**src/hw/ats_map.svh**
```systemverilog
// Offsets, field positions, reset values and counts of the position transfer supervisor.
// Assumes byte addresses on an APB bus with 32-bit data, one aligned word per register.
//
// Overview of operation
// RQ1 - Controller pulses deviation clear only during home return
// RQ2 - Controller holds data-set clear pulse 100 ms
// RQ3 - Home return start in home mode sets home
// RQ4 - Controller keeps motor stopped during transfer
// RQ5 - Controller keeps torque limiting off during transfer
// RQ6 - Brake interlock output when parameter 3 selects it
// RQ7 - Controller derives torque status outside transfer only
// RQ8 - Transfer at power-up and controller restart
// RQ9 - Transfer again after alarm reset, emergency release
// RQ10 - Controller retries transfer up to three times
// RQ11 - Controller flags checksum error after last retry
// RQ12 - Controller times handshake, flags communication error
// RQ13 - Jog and dog home only after transfer
// RQ14 - Each axis uses its own separate resources
// RQ15 - Shared pin: ready in transfer, torque-limit otherwise
// RQ16 - Data pins: position bits, else completion/zero speed
// RQ17 - Controller holds handshake timeout limits as constants
`ifndef ATS_MAP_SVH
`define ATS_MAP_SVH

`define ATS_ADDR_W        8
`define ATS_CTRL_OFS      8'h00
`define ATS_STATUS_OFS    8'h04
`define ATS_INT_STAT_OFS  8'h08
`define ATS_INT_MASK_OFS  8'h0c
`define ATS_POSITION_OFS  8'h10
`define ATS_HOME_OFS_OFS  8'h14

`define ATS_PARAM_W       4
`define ATS_PARAM_RST     4'h0
`define ATS_BRAKE_SEL     4'h1
`define ATS_EVT_W         4
`define ATS_EVT_TRIG      0
`define ATS_EVT_DONE      1
`define ATS_EVT_ABORT     2
`define ATS_EVT_HOME      3
`define ATS_MASK_RST      4'h0

`define ATS_LVL_W         5
`define ATS_LVL_SERVO     0
`define ATS_LVL_ALM_RST   1
`define ATS_LVL_EMG       2
`define ATS_LVL_HOME      3
`define ATS_LVL_MODE      4

`define ATS_CNT_W         5
`define ATS_DATA_CHUNKS   5'd16
`define ATS_LAST_CHUNK    5'd18
`define ATS_SUM_W         6

`endif

```
**src/hw/ats_pkg.sv**
```systemverilog
// Types shared by the position transfer supervisor modules.
// Assumes the constants of ats_map.svh alongside.
package ats_pkg;
	// Handshake states, Gray along idle, wait, send, done
	typedef enum logic [1:0]
	{
		ATS_IDLE     = 2'b00,
		ATS_WAIT_REQ = 2'b01,
		ATS_SEND     = 2'b11,
		ATS_DONE     = 2'b10
	} ats_state_t;

	typedef logic [31:0] ats_word_t;
endpackage

```
**src/hw/abs_transfer_supervisor.sv**
```systemverilog
// Amplifier-side supervisor of the absolute position transfer and its shared pins.
// Assumes all pin inputs synchronous to pclk and an APB master on the register side;
// the controller paces the handshake and keeps its own timing and retry policy.
`timescale 1ns/1ps
`include "ats_map.svh"

module abs_transfer_supervisor
(
	input  wire logic                     pclk,
	input  wire logic                     presetn,
	input  wire logic                     psel,
	input  wire logic                     penable,
	input  wire logic                     pwrite,
	input  wire logic [`ATS_ADDR_W-1:0]   paddr,
	input  wire logic [31:0]              pwdata,
	output logic      [31:0]              prdata,
	output logic                          pready,
	output logic                          pslverr,
	input  wire logic                     servo_on_in,
	input  wire logic                     transfer_mode_in,
	input  wire logic                     transfer_request_in,
	input  wire logic                     alarm_reset_in,
	input  wire logic                     emg_stop_in,
	input  wire logic                     alarm_in,
	input  wire logic                     home_mode_in,
	input  wire logic                     home_start_in,
	input  wire ats_pkg::ats_word_t       motor_position_in,
	input  wire logic                     in_position_in,
	input  wire logic                     zero_speed_in,
	input  wire logic                     torque_limiting_in,
	output logic                          ready_or_torque_limit_in,
	output logic                          data_bit0_out,
	output logic                          data_bit1_out,
	output logic                          brake_interlock_out,
	output logic                          irq
);
	logic [`ATS_LVL_W-1:0]   lvl;
	logic [`ATS_LVL_W-1:0]   rises;
	logic [`ATS_LVL_W-1:0]   falls;
	logic [1:0]              sh_bits;
	logic                    sh_last;
	logic                    sh_load;
	logic                    sh_step;
	logic                    link_ok;

	ats_pkg::ats_state_t     state_r;
	ats_pkg::ats_state_t     state_nxt;
	logic                    pending_r;
	logic                    pending_nxt;
	ats_pkg::ats_word_t      home_ofs_r;
	ats_pkg::ats_word_t      home_ofs_nxt;
	ats_pkg::ats_word_t      rel_pos;
	logic [`ATS_EVT_W-1:0]   evt;

	logic [`ATS_PARAM_W-1:0] param_r;
	logic [`ATS_PARAM_W-1:0] param_nxt;
	logic [`ATS_EVT_W-1:0]   stat_r;
	logic [`ATS_EVT_W-1:0]   stat_nxt;
	logic [`ATS_EVT_W-1:0]   mask_r;
	logic [`ATS_EVT_W-1:0]   mask_nxt;
	logic [31:0]             prdata_r;
	logic [31:0]             prdata_nxt;
	logic                    pready_r;
	logic                    pready_nxt;
	logic                    pslverr_r;
	logic                    pslverr_nxt;
	logic                    bus_wr;
	logic                    irq_r;
	logic                    irq_nxt;

	logic                    pin_rdy_r;
	logic                    pin_rdy_nxt;
	logic [1:0]              pin_bits_r;
	logic [1:0]              pin_bits_nxt;
	logic                    brake_r;
	logic                    brake_nxt;

	// Edge sources for triggers, home start and handshake
	assign lvl = {transfer_mode_in, home_start_in, emg_stop_in, alarm_reset_in, servo_on_in};

	ats_edge_det u_edges
	(
		.pclk     (pclk),
		.presetn  (presetn),
		.level_in (lvl),
		.rise     (rises),
		.fall     (falls)
	);

	ats_shift_out u_shift
	(
		.pclk     (pclk),
		.presetn  (presetn),
		.load     (sh_load),
		.step     (sh_step),
		.word_in  (rel_pos),
		.bits     (sh_bits),
		.last     (sh_last)
	);

	// Position as seen from the home point
	assign rel_pos = motor_position_in - home_ofs_r;
	// A transfer only runs while servo is on and no stop condition stands
	assign link_ok = servo_on_in & ~alarm_in & ~emg_stop_in;

	// Handshake sequencer; the controller paces every step
	always_comb
	begin
		state_nxt = state_r;
		sh_load   = 1'b0;
		sh_step   = 1'b0;
		evt       = '0;
		unique case (state_r)
			ats_pkg::ATS_IDLE:
			begin
				if (transfer_mode_in && link_ok) // RQ8
				begin
					sh_load   = 1'b1;
					state_nxt = ats_pkg::ATS_WAIT_REQ;
				end
			end
			ats_pkg::ATS_WAIT_REQ:
			begin
				if (transfer_request_in)
				begin
					sh_step   = 1'b1;
					state_nxt = ats_pkg::ATS_SEND;
				end
			end
			ats_pkg::ATS_SEND:
			begin
				if (!transfer_request_in)
					state_nxt = sh_last ? ats_pkg::ATS_DONE : ats_pkg::ATS_WAIT_REQ;
			end
			ats_pkg::ATS_DONE:
			begin
				if (!transfer_mode_in)
				begin
					evt[`ATS_EVT_DONE] = 1'b1;
					state_nxt          = ats_pkg::ATS_IDLE;
				end
			end
		endcase
		// Dropping the mode or losing servo mid-transfer abandons it
		if (state_r != ats_pkg::ATS_IDLE && state_r != ats_pkg::ATS_DONE && (!transfer_mode_in || !link_ok))
		begin
			evt[`ATS_EVT_ABORT] = 1'b1;
			sh_step             = 1'b0;
			state_nxt           = ats_pkg::ATS_IDLE;
		end
		// Power-up, servo-on, alarm reset and emergency release each call for a transfer
		evt[`ATS_EVT_TRIG] = rises[`ATS_LVL_SERVO] | rises[`ATS_LVL_ALM_RST] | falls[`ATS_LVL_EMG]; // RQ8 RQ9
		// Home set only outside a transfer, so the word sent never jumps mid-way
		evt[`ATS_EVT_HOME] = home_mode_in & rises[`ATS_LVL_HOME] & (state_r == ats_pkg::ATS_IDLE); // RQ3
	end

	// Pending flag: a new trigger wins over the completion that clears it
	always_comb
	begin
		pending_nxt  = pending_r;
		home_ofs_nxt = home_ofs_r;
		if (evt[`ATS_EVT_DONE])
			pending_nxt = 1'b0;
		if (evt[`ATS_EVT_TRIG])
			pending_nxt = 1'b1; // RQ9
		if (evt[`ATS_EVT_HOME])
			home_ofs_nxt = motor_position_in; // RQ3
	end

	always_ff @(posedge pclk or negedge presetn)
	begin
		if (!presetn)
		begin
			state_r    <= ats_pkg::ATS_IDLE;
			pending_r  <= 1'b1; // RQ8
			home_ofs_r <= '0;
		end
		else
		begin
			state_r    <= state_nxt;
			pending_r  <= pending_nxt;
			home_ofs_r <= home_ofs_nxt;
		end
	end

	// Shared pins take their meaning from the transfer mode input
	always_comb
	begin
		brake_nxt = (param_r == `ATS_BRAKE_SEL) & link_ok; // RQ6
		if (transfer_mode_in)
		begin
			pin_rdy_nxt  = (state_nxt == ats_pkg::ATS_WAIT_REQ) | (state_nxt == ats_pkg::ATS_DONE); // RQ15
			pin_bits_nxt = sh_bits; // RQ16
		end
		else
		begin
			pin_rdy_nxt  = torque_limiting_in; // RQ15
			pin_bits_nxt = {zero_speed_in, in_position_in}; // RQ16
		end
	end

	always_ff @(posedge pclk or negedge presetn)
	begin
		if (!presetn)
		begin
			pin_rdy_r  <= 1'b0;
			pin_bits_r <= 2'h0;
			brake_r    <= 1'b0;
		end
		else
		begin
			pin_rdy_r  <= pin_rdy_nxt;
			pin_bits_r <= pin_bits_nxt;
			brake_r    <= brake_nxt;
		end
	end

	// APB slave: answer registered in the setup cycle, no wait states;
	// writes land only at the access edge, where the master sees pready
	assign bus_wr = psel & penable & pready_r & pwrite;

	always_comb
	begin
		param_nxt   = param_r;
		mask_nxt    = mask_r;
		prdata_nxt  = prdata_r;
		pready_nxt  = psel & ~penable;
		pslverr_nxt = 1'b0;
		stat_nxt    = stat_r;
		if (bus_wr && paddr == `ATS_INT_STAT_OFS)
			stat_nxt = stat_r & ~pwdata[`ATS_EVT_W-1:0];
		if (bus_wr && paddr == `ATS_CTRL_OFS)
			param_nxt = pwdata[`ATS_PARAM_W-1:0];
		if (bus_wr && paddr == `ATS_INT_MASK_OFS)
			mask_nxt = pwdata[`ATS_EVT_W-1:0];
		stat_nxt = stat_nxt | evt; // Set wins over the write-one clear
		if (psel && !penable)
		begin
			prdata_nxt = 32'h0000_0000;
			unique case (paddr)
				`ATS_CTRL_OFS:
					prdata_nxt[`ATS_PARAM_W-1:0] = param_r;
				`ATS_STATUS_OFS:
					prdata_nxt[5:0] = {brake_r, transfer_mode_in, pending_r, 1'b0, state_r};
				`ATS_INT_STAT_OFS:
					prdata_nxt[`ATS_EVT_W-1:0] = stat_r;
				`ATS_INT_MASK_OFS:
					prdata_nxt[`ATS_EVT_W-1:0] = mask_r;
				`ATS_POSITION_OFS:
					prdata_nxt = rel_pos;
				`ATS_HOME_OFS_OFS:
					prdata_nxt = home_ofs_r;
				default:
					pslverr_nxt = 1'b1; // Unmapped address
			endcase
			if (pwrite)
				prdata_nxt = 32'h0000_0000;
		end
		irq_nxt = |(stat_nxt & mask_nxt);
	end

	always_ff @(posedge pclk or negedge presetn)
	begin
		if (!presetn)
		begin
			param_r   <= `ATS_PARAM_RST;
			mask_r    <= `ATS_MASK_RST;
			stat_r    <= '0;
			prdata_r  <= 32'h0000_0000;
			pready_r  <= 1'b0;
			pslverr_r <= 1'b0;
			irq_r     <= 1'b0;
		end
		else
		begin
			param_r   <= param_nxt;
			mask_r    <= mask_nxt;
			stat_r    <= stat_nxt;
			prdata_r  <= prdata_nxt;
			pready_r  <= pready_nxt;
			pslverr_r <= pslverr_nxt;
			irq_r     <= irq_nxt;
		end
	end

	assign prdata                   = prdata_r;
	assign pready                   = pready_r;
	assign pslverr                  = pslverr_r;
	assign irq                      = irq_r;
	assign ready_or_torque_limit_in = pin_rdy_r;
	assign data_bit0_out            = pin_bits_r[0];
	assign data_bit1_out            = pin_bits_r[1];
	assign brake_interlock_out      = brake_r;
endmodule // abs_transfer_supervisor

```
**src/hw/ats_edge_det.sv**
```systemverilog
// Edge detector for the synchronous level inputs of the supervisor.
// Assumes inputs already synchronous to pclk; the previous value resets to low,
// so a level already high at reset release counts as a rising edge.
`timescale 1ns/1ps
`include "ats_map.svh"

module ats_edge_det
(
	input  wire logic                    pclk,
	input  wire logic                    presetn,
	input  wire logic [`ATS_LVL_W-1:0]   level_in,
	output logic      [`ATS_LVL_W-1:0]   rise,
	output logic      [`ATS_LVL_W-1:0]   fall
);
	logic [`ATS_LVL_W-1:0] prev_r;
	logic [`ATS_LVL_W-1:0] prev_nxt;

	// Next value is the present level
	always_comb
	begin
		prev_nxt = level_in;
	end

	always_ff @(posedge pclk or negedge presetn)
	begin
		if (!presetn)
			prev_r <= '0;
		else
			prev_r <= prev_nxt;
	end

	// Edges compare present level to last cycle
	assign rise = level_in & ~prev_r;
	assign fall = ~level_in & prev_r;
endmodule // ats_edge_det

```
**src/hw/ats_shift_out.sv**
```systemverilog
// Serialiser of a 32-bit position word and its 6-bit checksum, two bits per step.
// Assumes load and step never come together; steps are counted here and last flags the end.
`timescale 1ns/1ps
`include "ats_map.svh"

module ats_shift_out
(
	input  wire logic                  pclk,
	input  wire logic                  presetn,
	input  wire logic                  load,
	input  wire logic                  step,
	input  wire ats_pkg::ats_word_t    word_in,
	output logic      [1:0]            bits,
	output logic                       last
);
	ats_pkg::ats_word_t          data_r;
	ats_pkg::ats_word_t          data_nxt;
	logic [`ATS_SUM_W-1:0]       sum_r;
	logic [`ATS_SUM_W-1:0]       sum_nxt;
	logic [`ATS_CNT_W-1:0]       cnt_r;
	logic [`ATS_CNT_W-1:0]       cnt_nxt;
	logic [1:0]                  bits_r;
	logic [1:0]                  bits_nxt;

	// Sum of the sixteen two-bit chunks, kept to six bits
	function automatic logic [`ATS_SUM_W-1:0] chunk_sum(input ats_pkg::ats_word_t w);
		logic [`ATS_SUM_W-1:0] s;
		s = '0;
		for (int i = 0; i < `ATS_DATA_CHUNKS; i++)
			s = s + {4'h0, w[2*i +: 2]};
		return s;
	endfunction

	// Data chunks go first, low bits first, then the checksum
	always_comb
	begin
		data_nxt = data_r;
		sum_nxt  = sum_r;
		cnt_nxt  = cnt_r;
		bits_nxt = bits_r;
		if (load)
		begin
			data_nxt = word_in;
			sum_nxt  = chunk_sum(word_in);
			cnt_nxt  = '0;
			bits_nxt = 2'h0;
		end
		else if (step)
		begin
			if (cnt_r < `ATS_DATA_CHUNKS)
			begin
				bits_nxt = data_r[1:0];
				data_nxt = {2'h0, data_r[31:2]};
			end
			else
			begin
				bits_nxt = sum_r[1:0];
				sum_nxt  = {2'h0, sum_r[`ATS_SUM_W-1:2]};
			end
			cnt_nxt = cnt_r + 5'h01;
		end
	end

	always_ff @(posedge pclk or negedge presetn)
	begin
		if (!presetn)
		begin
			data_r <= '0;
			sum_r  <= '0;
			cnt_r  <= '0;
			bits_r <= 2'h0;
		end
		else
		begin
			data_r <= data_nxt;
			sum_r  <= sum_nxt;
			cnt_r  <= cnt_nxt;
			bits_r <= bits_nxt;
		end
	end

	assign bits = bits_r;
	assign last = (cnt_r > `ATS_LAST_CHUNK); // All nineteen chunks are out
endmodule // ats_shift_out

```
**config.mk**
```make
export PLATFORM = sky130hd
export DESIGN_NAME = abs_transfer_supervisor
export DESIGN_NICKNAME = d
export VERILOG_FILES = /design/src/hw/ats_pkg.sv /design/src/hw/abs_transfer_supervisor.sv /design/src/hw/ats_edge_det.sv /design/src/hw/ats_shift_out.sv
export VERILOG_INCLUDE_DIRS = /design/src /design/src/hw
export SDC_FILE = /design/constraint.sdc
export NUM_CORES = 1
export LEC_CHECK = 0
export CAP_MARGIN = 30
export CORE_ASPECT_RATIO = 1.4
export CORE_MARGIN = 3
export CORE_UTILIZATION = 30
export DETAILED_ROUTE_END_ITERATION = 10
export DONT_BUFFER_PORTS = 1
export SYNTH_ARGS = -nofsm -noshare
export SYNTH_HDL_FRONTEND = slang
export SYNTH_HIERARCHICAL = 1
export SYNTH_SLANG_ARGS = --single-unit
```
**constraint.sdc**
```tcl
create_clock -name pclk -period 17.6 [get_ports pclk]
set_clock_uncertainty 0.1 [all_clocks]
set_input_delay 2.64 -clock pclk [delete_from_list [all_inputs] [get_ports pclk]]
set_output_delay 2.64 -clock pclk [all_outputs]
set_load 0.02 [all_outputs]
```
### Word-level counts from Yosys, hierarchy flattened

Index checks and enable logic that the tools add are counted.

* bits in registers: 135
* input port bits: 88
* output and inout bits: 39
* logic and storage cells: 132

* add/sub/neg operators: 17
* order comparisons: 2
* equality and inequality tests: 13
* mux-type cells: 38
* bitwise logic cells: 23
* reduce and logical (&&, ||, !) cells: 21

Operators by type and width (count)
* 32-bit 2-to-1 mux: 4
* 6-bit by 2-bit adder with 6-bit output: 14
* 26-bit one-hot mux with 2 select lines: 1
* 32-bit subtractor: 1
* 4-bit one-hot mux with 6 select lines: 1
* 2-bit 2-to-1 mux: 10
* 6-bit 2-to-1 mux: 3
* 8-bit by 4-bit equality test with 1-bit output, second input constant: 2
* 8-bit by 5-bit equality test with 1-bit output, second input constant: 2
* 1-bit 2-to-1 mux: 13
* 4-bit bitwise AND: 3
* 5-bit 2-to-1 mux: 2
* 1-bit bitwise AND: 9
* 8-bit by 3-bit equality test with 1-bit output, second input constant: 1
* 8-bit logical NOT: 1
* 4-bit 2-to-1 mux: 2
* 4-bit inverter: 2
* 2-bit one-hot mux with 4 select lines: 1
* 2-bit nonzero test: 4
* 1-bit logical AND: 7
* 2-bit equality test, second input constant: 3
* 2-bit one-hot mux with 3 select lines: 1
* 6-bit OR reduction: 1
* 5-bit by 1-bit adder with 5-bit output, second input constant: 1
* 16 further kinds: 25

### Logic depth before layout (Yosys ltp)

* depth after elaboration: 17
* mapped depth: 27
* gate-level depth less buffers: 27

### Modules after synthesis

The synthesis kept the hierarchy.

Modules (own cells, without submodules)
* abs_transfer_supervisor: instances 1, cells each 625, area an instance 5542.8 sq um
* ats_shift_out: instances 1, cells each 258, area an instance 3104.2 sq um
* ats_edge_det: instances 1, cells each 15, area an instance 212.7 sq um

### Worst setup path before layout

Ideal clock, no wire load.

* path type: input port to flip-flop
* from: input port motor_position_in[7]
* to: register u_shift.sum_r[5]
* setup time: 0.082 ns
* arrival time: 7.993 ns
* required time: 17.418 ns
* setup slack: 9.426 ns
* stages: 24
* buffers on the path: 0
* path through: ha_1 a2111oi_4 a21oi_1 nor4b_1 a21oi_1 o2bb2ai_1 and2_1 a31oi_1 xnor2_1 inv_1 fa_1 fa_1 inv_1 fa_1 fa_1 inv_1 fa_1 inv_1 ha_1 inv_1 fa_1 nor2b_1 o21ai_0 a31oi_1

* elaborated cells between the ends (all ways): 15

RTL lines
* start, declared: line abs_transfer_supervisor.sv:27 `input wire ats_pkg::ats_word_t motor_position_in,`
* 32-bit subtractor: line abs_transfer_supervisor.sv:102 `assign rel_pos = motor_position_in - home_ofs_r;`
* via rel_pos[27]: line abs_transfer_supervisor.sv:52 `ats_pkg::ats_word_t rel_pos;`
* 6-bit by 2-bit adder with 6-bit output (3 in series): line ats_shift_out.sv:30 `s = s + {4'h0, w[2*i +: 2]};`
* 6-bit 2-to-1 mux: line ats_shift_out.sv:41 `if (load)`
* end signal, assigned: line ats_shift_out.sv:76 `sum_r <= sum_nxt;`
* end, declared: line ats_shift_out.sv:18 `` logic [`ATS_SUM_W-1:0] sum_r; ``

The timed path passes the listed nets, and every way through them passes these cells.
A chain may end at the register's enable or synchronous reset.

### Final worst setup path

* from: input port motor_position_in[16]
* to: register u_shift.sum_r[5]

* elaborated cells between the ends (all ways): 10

RTL lines (line)
* 32-bit subtractor: abs_transfer_supervisor.sv:102
* via rel_pos[29]: abs_transfer_supervisor.sv:52
* 6-bit by 2-bit adder with 6-bit output (2 in series): ats_shift_out.sv:30
* 6-bit 2-to-1 mux: ats_shift_out.sv:41

The timed path passes the listed nets, and every way through them passes these cells.

==> results.cfg <==
[clock_tree]
clock_latency_ns = 0.43
cts_made_buffers = 17
cts_setup_buffers = 0
ctsHtreeMaxLevel = 4
cts_tree = built
holdBufCountCts = 0
cts.sinks = 135
clk_pin_slew_ns = 0.06
ctsResizeCount = 0
ctsRootBufferMaster = clkbuf_16
cts.path.max_buffers = 2

[hold_path]
hold_start = param_r[2]
min_path_type = reg2reg

[route]
drcViolationCount = 0
ant_nets = 0
routedWlPerCell_microns = 17.60
via_count = 6374
drt_iter0_drc = 280
firstDrtPassIters = 4
viasPerCell = 5.035
finalWirelength_microns = 22290

[cells_and_area]
final_common_cell = dfrtp_1
fin_cells = 1266
num-nets-final = 1033
area_delta_synth_final_pct = 10.83
diodes = 0
layout_common_cells = dfrtp_1, nand2_1, inv_1
layout-drive-gt1-share_pct = 14.14

[global_routing]
grt_pass1_vias = 6605
antenna_found_initial = 0
grt_overflow = 0
grt_start_max_net_pins = 136
grt_use_total_pct = 14.44
grt_pass1_wl_microns = 35450

[power_and_ir_drop]
power.switching_w = 0.001084
p_sw_share_pct = 45.29
irDropWorstVdd_v = 0.0002085
clockPowerShare_pct = 15.6
intPower_w = 0.001309
leakage_nw = 4.608
power_frac_seq_pct = 15.9
powerDensity_nw_per_um2 = 245.9
p_comb_share_pct = 68.6

[timing]
finalWorstPathRequiredPeriod_ns = 8.557
slew_viol_final = 0
setup_viol = 0
rsz0062_at_grt = no
finalCritPeriodShare_pct = 48.62
tns_ns = 0
fmax_mhz = 116.9
slew_headroom_pct = 37.72
hold_viol_final = 0
tightestPinTransition_ns = 0.9342

[floorplan]
rows = 73
core_sq_um = 28590
start_util_pct = 30.72
die_w_microns = 150.6
die_h_microns = 208.4
io-pin-count = 127
fp.dieArea_sq_um = 31390

[yosys]
synth.avg_cell_area_sq_um = 9.857
synth_cells = 891
synth.yosys.warnings = 6
synth_fp_nets = 1046
synth_area_sq_um = 8782

[placed_design]
port_buffers = 0
dp_hpwl_microns = 16680
dp.cells = 1234
globalplace.congestion = 0.8429

[flow_run]
maxCapViolCount = 0

[worst_setup_path]
crit_end = u_shift/sum_r[5]
cp-start-kind = input pin
end_kind = flop
cp_max_fo = 8
r2r_start = home_ofs_r[16]
startpoint = motor_position_in[16]
r2r_slack_ns = 10.85
cp.arrival_ns = 8.81
r2r_cells = 23
crit_required_ns = 17.85
rr_endpoint = u_shift/sum_r[5]
critical_path_class = in2reg

[status]
status = finished, final reports clean
metal layers:
metal	global-route usage (%)	up-vias	wire, microns
met5	0	-	0
met4	4.631	0	389
met3	3.856	21	1378
met2	26.03	129	11730
met1	16.38	3161	8785
li1	-	3063	-
power by group through the flow:
stage | Clock (W) | Combinational [W] | Sequential [W]
floorplan | 0 | 0.00128 | 0.000378
global placement | 0 | 0.00163 | 0.000384
detailed placement | 0 | 0.00166 | 0.000386
CTS | 0.000380 | 0.00168 | 0.000380
global route | 0.000395 | 0.00186 | 0.000386
finish | 0.000372 | 0.00164 | 0.000380
final cells by class:
| cell class | count | area, sq um |
|---|---|---|
| clock buffers | 19 | 452.9 |
| clock inverters | 13 | 158.9 |
| fillers | 2904 | 18860 |
| inverters | 93 | 349.1 |
| multi-input cells | 624 | 4847 |
| flip-flops and latches | 135 | 3379 |
| well taps | 375 | 469.2 |
| repair buffers | 7 | 76.32 |
worst min-delay path by stage:
stage | end | depth (start not counted) | slack (ns)
6_report | brake_interlock_out | 1 | 0.38
3_3_place_gp | brake_interlock_out | 1 | 0.37
5_1_grt | brake_interlock_out | 1 | 0.41
4_1_cts | brake_interlock_out | 1 | 0.38
2_1_floorplan | brake_interlock_out | 1 | 0.32
3_5_place_dp | brake_interlock_out | 1 | 0.36
registers in the layout, summed over array words and instances, names as in the netlist, 2 cells and up:
register and cells:
home_ofs_r 32, mask_r 4, param_r 4, pin_bits_r 2
prdata 32, stat_r 4, state_r 2, u_edges/prev_r 4
u_shift/bits 2, u_shift/cnt_r 5, u_shift/data_r 32, u_shift/sum_r 6
worst max-delay path: stages:
cell	delay, ns
ha_1	0.40
nand2_1	0.14
nor4_1	0.56
nand4_1	0.25
o41ai_1	0.51
o21ai_1	0.17
xnor2_1	0.36
inv_1	0.11
fa_1	0.47
fa_1	0.49
inv_1	0.05
fa_1	0.48
fa_1	0.57
inv_1	0.06
fa_1	0.43
inv_1	0.07
ha_1	0.15
inv_1	0.06
fa_1	0.46
nor2b_1	0.13
o21ai_0	0.08
a31oi_1	0.16
through the flow:
stage / instance area [sq um] / hold WS (ns) / utilization, % / worst slack [ns] / power, W
final: 9733 / 0.3822 / 34.05 / 9.043 / 0.002393
after global routing: 9733 / 0.4050 / 34.05 / 8.637 / 0.002642
after CTS: 9733 / 0.3787 / 34.05 / 9.053 / 0.002438
after detailed placement: 9121 / 0.3566 / 31.91 / 8.608 / 0.002042
after global placement: 9082 / 0.3668 / 31.77 / 8.627 / 0.002018
after floorplan: 8782 / 0.3230 / - / 9.426 / 0.001656
Power figures use the tool's default switching activity.
